## src/rtl/nli_pkg.sv

```systemverilog
// nli_pkg: shared constants and types for the network indicator block.
// assumes one 10 MHz core clock and synchronous active-high reset.
package nli_pkg;

    // ------------------------------------------------------------
    // clock and blink timing
    // ------------------------------------------------------------
    localparam int CLK_HZ          = 10_000_000;  // core clock rate
    localparam int BLINK_ON_MS     = 40;          // visible low time per event
    localparam int BLINK_OFF_MS    = 40;          // forced high gap after it
    localparam int BLINK_ON_CYC    = (CLK_HZ / 1000) * BLINK_ON_MS;
    localparam int BLINK_OFF_CYC   = (CLK_HZ / 1000) * BLINK_OFF_MS;
    localparam int BLINK_CNT_W     = 22;          // wide enough for both counts

    // ------------------------------------------------------------
    // mode select encodings and reset default
    // ------------------------------------------------------------
    localparam logic [1:0] MODE_SPEED_SPLIT = 2'h0;  // 00
    localparam logic [1:0] MODE_SPEED_GROUP = 2'h1;  // 01
    localparam logic [1:0] MODE_TX_RX_DUPLX = 2'h2;  // 10
    localparam logic [1:0] MODE_LINK_ACT    = 2'h3;  // 11
    localparam logic [1:0] MODE_DEFAULT     = 2'h3;  // used with no config memory

    // ------------------------------------------------------------
    // blink stretcher phases
    // ------------------------------------------------------------
    typedef enum logic [1:0] {
        NLI_BLINK_IDLE = 2'b00,
        NLI_BLINK_ON   = 2'b01,
        NLI_BLINK_OFF  = 2'b10
    } nli_blink_phase_t;

    // link and activity status from the core
    typedef struct packed {
        logic link_up;
        logic speed_10m;
        logic speed_100m;
        logic speed_1000m;
        logic full_duplex;
        logic tx_activity;
        logic rx_activity;
    } nli_status_t;

    // mode loader state
    typedef struct packed {
        logic       loaded;
        logic [1:0] mode;
    } nli_mode_state_t;

endpackage : nli_pkg

```

## src/rtl/nli_blink.sv

```systemverilog
// nli_blink: stretches activity events into a high lit_out pulse plus a low gap.
// assumes the event input is synchronous to clk_in.
`timescale 1ns/1ps

module nli_blink (
    // clock and reset
    input  wire logic clk_in,
    input  wire logic rst_in,
    // event in, lamp-on request out (active high)
    input  wire logic event_in,
    output logic      lit_out
);

    // ------------------------------------------------------------
    // state
    // ------------------------------------------------------------
    typedef struct packed {
        nli_pkg::nli_blink_phase_t        phase;  // current phase
        logic [nli_pkg::BLINK_CNT_W-1:0]  count;  // cycles left in phase
    } nli_blink_state_t;

    nli_blink_state_t cur;       // registered state
    nli_blink_state_t next_cur;  // next value

    localparam logic [nli_pkg::BLINK_CNT_W-1:0] ON_LOAD  =
        nli_pkg::BLINK_CNT_W'(nli_pkg::BLINK_ON_CYC - 1);
    localparam logic [nli_pkg::BLINK_CNT_W-1:0] OFF_LOAD =
        nli_pkg::BLINK_CNT_W'(nli_pkg::BLINK_OFF_CYC - 1);

    // ------------------------------------------------------------
    // next-state logic
    // ------------------------------------------------------------
    // events during a pulse or gap are absorbed; a busy stream blinks
    // at a steady period instead of holding the lamp solid on.
    always_comb begin
        next_cur = cur;
        case (cur.phase)
            nli_pkg::NLI_BLINK_IDLE: begin
                if (event_in) begin
                    next_cur.phase = nli_pkg::NLI_BLINK_ON;
                    next_cur.count = ON_LOAD;
                end
            end
            nli_pkg::NLI_BLINK_ON: begin
                if (cur.count == '0) begin
                    next_cur.phase = nli_pkg::NLI_BLINK_OFF;
                    next_cur.count = OFF_LOAD;
                end else begin
                    next_cur.count = cur.count - 1'b1;
                end
            end
            nli_pkg::NLI_BLINK_OFF: begin
                if (cur.count == '0) begin
                    next_cur.phase = nli_pkg::NLI_BLINK_IDLE;
                end else begin
                    next_cur.count = cur.count - 1'b1;
                end
            end
            default: begin
                next_cur.phase = nli_pkg::NLI_BLINK_IDLE;
                next_cur.count = '0;
            end
        endcase
    end

    // ------------------------------------------------------------
    // state register
    // ------------------------------------------------------------
    always_ff @(posedge clk_in) begin
        if (rst_in) begin
            cur.phase <= nli_pkg::NLI_BLINK_IDLE;
            cur.count <= '0;
        end else begin
            cur <= next_cur;
        end
    end

    // lamp lit only during the on phase
    assign lit_out = (cur.phase == nli_pkg::NLI_BLINK_ON);

endmodule // nli_blink

```

## src/rtl/nli_top.sv

```systemverilog
// nli_top: maps link, speed, duplex and activity onto four indicator
// outputs and a link-state output.
// assumes status inputs synchronous to clk_in; the config loader pulses
// cfg_done_in once after reset, with cfg_valid_in high when a config memory answered.
`timescale 1ns/1ps

module nli_top (
    // clock and reset
    input  wire logic                clk_in,
    input  wire logic                rst_in,
    // status from the mac and phy
    input  wire nli_pkg::nli_status_t status_in,
    input  wire logic                power_down_in,
    // mode select load from config memory
    input  wire logic                cfg_done_in,
    input  wire logic                cfg_valid_in,
    input  wire logic [1:0]          cfg_mode_in,
    // indicators, active low
    output logic                     indicator_out_0,
    output logic                     indicator_out_1,
    output logic                     indicator_out_2,
    output logic                     indicator_out_3,
    // link-state output, high when up
    output logic                     link_state_out,
    // current mode, for observation
    output logic [1:0]               indicator_mode_select_out
);

    // ------------------------------------------------------------
    // helper: a link lamp for a given speed
    // ------------------------------------------------------------
    function automatic logic link_at(input logic up, input logic speed);
        link_at = up & speed;
    endfunction

    // ------------------------------------------------------------
    // state
    // ------------------------------------------------------------
    typedef struct packed {
        nli_pkg::nli_mode_state_t mode_st;  // mode and load flag
        logic [3:0]               lamp_n;   // registered indicators
        logic                     link;     // registered link state
    } nli_top_state_t;

    nli_top_state_t cur;       // registered state
    nli_top_state_t next_cur;  // next value

    logic tx_lit;     // stretched transmit activity
    logic rx_lit;     // stretched receive activity
    logic any_lit;    // stretched combined activity
    logic tx_evt;     // transmit event while linked
    logic rx_evt;     // receive event while linked
    logic any_evt;    // either event
    logic [3:0] lit;  // active-high lamp requests

    // activity counts only with a link; a link-less stream is noise
    assign tx_evt  = status_in.tx_activity & status_in.link_up;
    assign rx_evt  = status_in.rx_activity & status_in.link_up;
    assign any_evt = tx_evt | rx_evt;

    // ------------------------------------------------------------
    // pulse stretchers
    // ------------------------------------------------------------
    // three separate stretchers so combined and split lamps stay in
    // their own rhythm; costs a little area over sharing one.
    nli_blink u_tx_blink (
        .clk_in   (clk_in),
        .rst_in   (rst_in),
        .event_in (tx_evt),
        .lit_out  (tx_lit)
    );

    nli_blink u_rx_blink (
        .clk_in   (clk_in),
        .rst_in   (rst_in),
        .event_in (rx_evt),
        .lit_out  (rx_lit)
    );

    nli_blink u_any_blink (
        .clk_in   (clk_in),
        .rst_in   (rst_in),
        .event_in (any_evt),
        .lit_out  (any_lit)
    );

    // ------------------------------------------------------------
    // lamp mapping per mode
    // ------------------------------------------------------------
    // link/activity lamps sit lit while up and dark on each blink pulse,
    // so a busy link flickers and a dead link stays dark (high).
    always_comb begin
        lit = 4'h0;
        case (cur.mode_st.mode)
            nli_pkg::MODE_SPEED_SPLIT: begin
                lit[0] = any_lit;
                lit[1] = link_at(status_in.link_up, status_in.speed_100m);
                lit[2] = link_at(status_in.link_up, status_in.speed_10m);
                lit[3] = link_at(status_in.link_up, status_in.speed_1000m);
            end
            nli_pkg::MODE_SPEED_GROUP: begin
                lit[0] = any_lit;
                lit[1] = status_in.link_up;
                lit[2] = link_at(status_in.link_up,
                                 status_in.speed_10m | status_in.speed_100m);
                lit[3] = link_at(status_in.link_up, status_in.speed_1000m);
            end
            nli_pkg::MODE_TX_RX_DUPLX: begin
                lit[0] = tx_lit;
                lit[1] = status_in.link_up;
                lit[2] = rx_lit;
                lit[3] = status_in.link_up & status_in.full_duplex;
            end
            nli_pkg::MODE_LINK_ACT: begin
                lit[0] = link_at(status_in.link_up, status_in.speed_10m) & ~any_lit;
                lit[1] = link_at(status_in.link_up, status_in.speed_100m) & ~any_lit;
                lit[2] = status_in.link_up & status_in.full_duplex;
                lit[3] = link_at(status_in.link_up, status_in.speed_1000m) & ~any_lit;
            end
            default: begin
                lit = 4'h0;
            end
        endcase
    end

    // ------------------------------------------------------------
    // next-state logic
    // ------------------------------------------------------------
    always_comb begin
        next_cur = cur;
        // mode loads once; without a config memory the default stays
        if (!cur.mode_st.loaded && cfg_done_in) begin
            next_cur.mode_st.loaded = 1'b1;
            if (cfg_valid_in) begin
                next_cur.mode_st.mode = cfg_mode_in;
            end
        end
        // outputs active low; power-down darkens every lamp
        if (power_down_in) begin
            next_cur.lamp_n = 4'hF;
        end else begin
            next_cur.lamp_n = ~lit;
        end
        next_cur.link = status_in.link_up;
    end

    // ------------------------------------------------------------
    // state register
    // ------------------------------------------------------------
    always_ff @(posedge clk_in) begin
        if (rst_in) begin
            cur.mode_st.loaded <= 1'b0;
            cur.mode_st.mode   <= nli_pkg::MODE_DEFAULT;
            cur.lamp_n         <= 4'hF;
            cur.link           <= 1'b0;
        end else begin
            cur <= next_cur;
        end
    end

    // ------------------------------------------------------------
    // outputs
    // ------------------------------------------------------------
    assign indicator_out_0           = cur.lamp_n[0];
    assign indicator_out_1           = cur.lamp_n[1];
    assign indicator_out_2           = cur.lamp_n[2];
    assign indicator_out_3           = cur.lamp_n[3];
    assign link_state_out            = cur.link;
    assign indicator_mode_select_out = cur.mode_st.mode;

endmodule // nli_top

```

## config.mk

```make
export PLATFORM = sky130hd
export DESIGN_NAME = nli_top
export DESIGN_NICKNAME = d
export VERILOG_FILES = /design/src/rtl/nli_pkg.sv /design/src/rtl/nli_blink.sv /design/src/rtl/nli_top.sv
export SDC_FILE = /design/constraint.sdc
export NUM_CORES = 1
export LEC_CHECK = 0
export BUFFER_PORTS_ARGS = -buffer_cell sky130_fd_sc_hd__buf_2
export CORE_ASPECT_RATIO = 1.4
export CORE_MARGIN = 1.5
export CORE_UTILIZATION = 49
export CTS_BUF_LIST = sky130_fd_sc_hd__clkbuf_4 sky130_fd_sc_hd__clkbuf_8 sky130_fd_sc_hd__clkbuf_16
export DETAILED_ROUTE_END_ITERATION = 6
export GPL_TIMING_DRIVEN = 0
export PLACE_DENSITY_LB_ADDON = 0.25
export SLEW_MARGIN = 20
export SYNTH_ARGS = -nofsm -noshare
export SYNTH_HDL_FRONTEND = slang
export SYNTH_SLANG_ARGS = --single-unit
```

## constraint.sdc

```tcl
create_clock -name clk_in -period 2.85 [get_ports clk_in]
set_clock_uncertainty 0.1 [all_clocks]
set_input_delay 0.57 -clock clk_in [delete_from_list [all_inputs] [get_ports clk_in]]
set_output_delay 0.57 -clock clk_in [all_outputs]
set_load 0.05 [all_outputs]
```

---- After elaboration in Yosys (flattened, before gate mapping) ----
Index checks and enable logic that the tools add are counted.
cells by class
  add/sub/neg operators ................... 3
  equality and inequality tests ........... 21
  muxes and demuxes ....................... 19
  bitwise gates (word level) .............. 14
  reductions and logical operators ........ 17
operators with widths
  cell                     count
  $pmux W24 S3             3
  $mux W22                 6
  $mux W24                 3
  $logic_not A22 Y1        3
  $sub A22 B1 Y22 const B  3
  $pmux W4 S4              1
  $mux W2                  6
  $ne A2 B1 Y1 const B     6
  $ne A2 B2 Y1 const B     6
  $and A1 B1 Y1            10
  $eq A2 B2 Y1 const B     5
  $reduce_and A3 Y1        3
  $eq A2 B1 Y1 const B     4
  $logic_not A2 Y1         4
  $reduce_and A2 Y1        4
  $not A4 Y4               1
  $or A1 B1 Y1             2
  $reduce_or A2 Y1         1
  $logic_and A1 B1 Y1      1
  $logic_not A1 Y1         1
  $not A1 Y1               1
word-level totals
  register bits after elaboration ......... 80
  bits of input ports ..................... 14
  logic and storage cells ................. 84

---- Longest topological paths before layout ----
  depth after elaboration ................. 5
  depth in mapped cells ................... 9
  mapped depth without buffers ............ 7

---- Modules after synthesis ----
From an unflattened synthesis, not the netlist that was laid out.
unflattened totals
  cell total of the unflattened synthesis .. 567
  area, all modules ....................... 4,639.4 µm²
by module, submodules not included
  module     instances  cells each  area an instance (µm²)  sequential area each (µm²)
  nli_blink  3          175         1,418.9                 480.5
  nli_top    1          42          382.9                   160.2

---- Worst setup path after synthesis ----
OpenSTA, ideal clock, no wires.
  kind .................................... register -> register
  from .................................... reg u_any_blink.cur[10] (netlist name)
  to ...................................... reg u_any_blink.cur[18] (netlist name)
  library setup time ...................... 0.117 ns
  arrival time ............................ 2.292 ns
  path slack .............................. 0.341 ns
  stages on the path, launching flop included .. 7
  path buffers ............................ 1
  period minus slack after synthesis ...... 2.509 ns
  cell sequence ........................... dfxtp_1 -> buf_6 -> or4_4 -> or4_4 -> or2_1 -> or4_1 -> a32o_1
on the way
  word-level cells in the longest chain between the ends .. 3
  elaborated cells between the ends (all ways) .. 7
  classes of those cells .................. add/sub: 1; eq/ne: 1; mux: 3; reduce/logical: 2
RTL lines
  element                                               RTL line         text
  from (decl)                                           nli_blink.sv:22  nli_blink_state_t cur;
  from (signal assigned)                                nli_blink.sv:74  cur <= next_cur;
  $sub A22 B1 Y22 or $logic_not A22 Y1 (tied branches)  n/a
  $mux W22 (tied with other cells)                      nli_blink.sv:53  if (cur.count == '0) begin
  $pmux W24 S3 or $reduce_and A2 Y1 (tied branches)     n/a
Several ways; a longest one is shown, not always the timed one. The select of a mux whose other input is x is not followed.
A chain may end at the register's enable or synchronous reset.

---- Worst setup path after layout ----
  from .................................... reg u_rx_blink.cur[13] (netlist name)
  to ...................................... reg u_rx_blink.cur[3] (netlist name)
on the way
  word-level cells in the longest chain between the ends .. 3
  elaborated cells between the ends (all ways) .. 5
  classes of those cells .................. eq/ne: 1; mux: 2; reduce/logical: 2
RTL lines
  element                                            RTL line
  from (decl)                                        nli_blink.sv:22
  from (signal assigned)                             nli_blink.sv:74
  $logic_not A22 Y1 (*)                              nli_blink.sv:45, nli_blink.sv:53
  $mux W22 or $ne A2 B2 Y1 (tied branches)           n/a
  $pmux W24 S3 or $reduce_and A2 Y1 (tied branches)  n/a
Every way passes the cells marked *; elsewhere a longest branch is shown, timed or not.

==> results.txt <==
----------------------------------------------------
[Status]
  Result of the run ... finished, final reports clean

[Layout]
  Final net count ... 670
  Fill cell instance count of the final layout ... 912
  Area taken by flip-flops and latches ... 1600 um^2
  Fraction of final layout cells with drive strength greater than 1 ... 13.0%
  Number of antenna repair diodes ... 0
  Total area of multi-input combinational cells ... 3140 um^2
  Area Overhead vs Synth ... 13.9%
  Fraction of the core area covered by cells at the end of the flow ... 56.9%
  Number of standard cells in the layout, taps in and fillers out ... 791

[STA]
  Setup-failing EPs final ... 0
  Actual slew at the worst max-slew pin ... 1010 ps
  Shortest clock period the worst path allows after layout ... 2720 ps
  Hold violation count in the final report ... 0
  Worst hold slack after final layout ... 341 ps
  Sum Neg Setup Slack ... 0 ps
  Max Transition Viols Final ... 0
  Share of the cycle needed by the critical path after routing ... 95.5%
  Headroom to the max-slew limit ... 32.0%
  Maximum achievable frequency ... 368 MHz

[Power and ir drop]
  Static leakage power ... 1.92 nW
  VDD IR-drop max ... 357 uV
  Power density of the placed cells ... 665 nW/um^2

[GRT]
  Overall global routing resource usage ... 27.3%
  Global-route congestion overflow total ... 0
  Pin count of the biggest net entering global routing ... 14
  Wire length of the first global-routing pass ... 23.2 mm
  Number of global-route vias before repair ... 4941
  Initial antenna violation count ... 0

[Yosys]
  Share of the yosys chip area belonging to registers ... 32.6%
  Mean post-synth cell area ... 7.87 um^2
  Post-Synthesis Cell Area ... 4920 um^2
  Number of enable flip-flop cells after synthesis ... 0
  Yosys cell types ... 74
  Synth Flop Type ... dfxtp_1
  Cell accounting for the most synthesized area ... dfxtp_1
  Yosys warns ... 0
  Proportion of netlist area held by the largest area contributor ... 32.6%
  Flops & latches, synth ... 80
  Number of nets produced by synthesis ... 644
  Share of synthesized flip-flops with an asynchronous set or reset ... 0%
  Count leader, synth ... dfxtp_1
  Number of instances in the synthesized netlist ... 625
  Ranking of synthesized cells by instance count ... dfxtp_1 (80), a21oi_1 (48), nor2_1 (40)
  Top area cells in the synthesized netlist ... dfxtp_1 (33%), a21oi_1 (4.9%), o21ai_0 (3.7%), nor3_1 (3.4%), nor2_1 (3.1%)

[Routing]
  Antenna-violating nets left ... 0
  DRC Markers ... 0
  Number of iterations in the first detailed-routing pass ... 7
  Routed via count divided by cell count ... 6.69
  Average wire length per cell after detail routing ... 18.3 um
  Routed WL ... 14.5 mm
  Vias after detailed routing ... 5288
  Number of DRC markers after the initial detailed-route iteration ... 468

[Run]
  Max-capacitance violation count ... 0

[Placed design]
  Number of buffers inserted by port buffering ... 19
  Global placer's final weighted congestion ... 0.908
  DP HPWL ... 10.4 mm
  Placed Cells ... 779

[Clock tree]
  Clk Latency, worst-skew pair ... 340 ps
  Maximum level of the CTS H-tree ... 3
  Root Buffer ... clkbuf_16
  CTS max path bufs ... 2
  CTS Buf Count ... 9
  Clock transition at path regs ... 60 ps
  Number of sinks handled by clock tree synthesis ... 80
  TritonCTS clock tree ... done

[Floorplanning]
  Placeable Area ... 9850 um^2
  Initial core utilization ... 50.0%
  Horizontal die dimension ... 87.7 um
  Floorplan die area ... 10700 um^2
  Floorplan row count ... 43
  Die Y ... 122 um
  Boundary Pins ... 21

[Critical path]
  Maximum fanout encountered on the critical timing path ... 7
  Crit path capture type ... register
  Arrival time reported for the critical path endpoint ... 2810 ps
  Critical path required time ... 2940 ps
  Critical Setup Path Class ... register to register
  Element type at the critical path start ... register

[Min path]
  Kind of path behind the tightest hold check ... primary input to register

----------------------------------------------------
layout by cell type, fill, tap and decap left out, drive strengths merged, types with 14 or more instances in the layout:
cell	count
nand3	22
or3	16
a21oi	48
clkbuf	39
or4	26
dfxtp	80
inv	20
nor4	19
a31oi	16
buf	31
o21ai	37
nor2	40
nand2	36
o31ai	14
nor3	34
registers in the layout (all words and copies together), names as in the netlist:
register and count:
indicator_out_2 1, indicator_mode_select_out 2, u_rx_blink.cur 24, indicator_out_3 1, link_state_out 1, cur 1, indicator_out_1 1, u_tx_blink.cur 24
u_any_blink.cur 24, indicator_out_0 1
what timing repair did:
item                                    4_1_cts  5_1_grt
pin swaps                                     0        1
hold buffers                                  0        0
buffers inserted                              0        0
endpoints found under the setup margin       25       18
gates resized for setup                       8       12
power by group:
part           switching, mW  internal (mW)  leakage, nW  total [mW]
logic                  0.675          0.388         1.11        1.06
registers              0.155           1.24        0.657        1.40
clock network          0.464          0.799        0.155        1.26
final cells by class:
type	instances	area share (%)
clock inverters	5	1.43
clock buffers	11	4.40
well taps	135	3.01
flip-flops and latches	80	28.6
plain buffers	40	3.42
inverters	20	1.34
multi-input cells	481	56.1
repair buffers	19	1.70
cells by family after synthesis:
family                   Yosys count  share of synthesized area (%)
AND/OR/NAND/NOR                  249                           28.3
AO/OA/AOI/OAI                    217                           30.3
flip-flops                        80                           32.6
multiplexers                       2                          0.407
XOR/XNOR                           7                           1.25
buffers and inverters             64                           5.72
adder cells (fa/ha/maj)            6                           1.48
worst paths after layout:
path	startpoint	endpoint	slack [ps]	cells after the start
setup reg to reg	u_rx_blink.cur[13]	u_rx_blink.cur[3]	130	6
hold / removal	cfg_mode_in[0]	indicator_mode_select_out[0]	340	3
hold reg to reg	cur[7]	cur[7]	370	2
setup / recovery	u_rx_blink.cur[13]	u_rx_blink.cur[3]	130	6
through the flow:
stage | instance area [um^2] | power, mW | worst slack (ps)
6_report | 5600 | 3.72 | 129
5_1_grt | 5600 | 3.90 | -31.3
3_5_place_dp | 5180 | 2.40 | -350
4_1_cts | 5550 | 3.68 | 22.5
3_3_place_gp | 5180 | 2.36 | -343
2_1_floorplan | 4920 | 2.13 | 341
routing by layer:
metal	vias up	global-route usage [%]	wire length, um
met3	43	4.00	721
met4	0	12.7	487
li1	2503	-	-
met5	-	0	0
met2	209	48.9	7530
met1	2533	31.3	5720
worst max-delay path, cell delays in order, from the launching register on:
cell and delay [ps]:
dfxtp_1 360, or4_1 700, or3_1 360, clkbuf_1 210, or3_4 480, a311oi_2 260, a2111oi_0 90
Note: power is estimated with default switching activity, not from simulation.
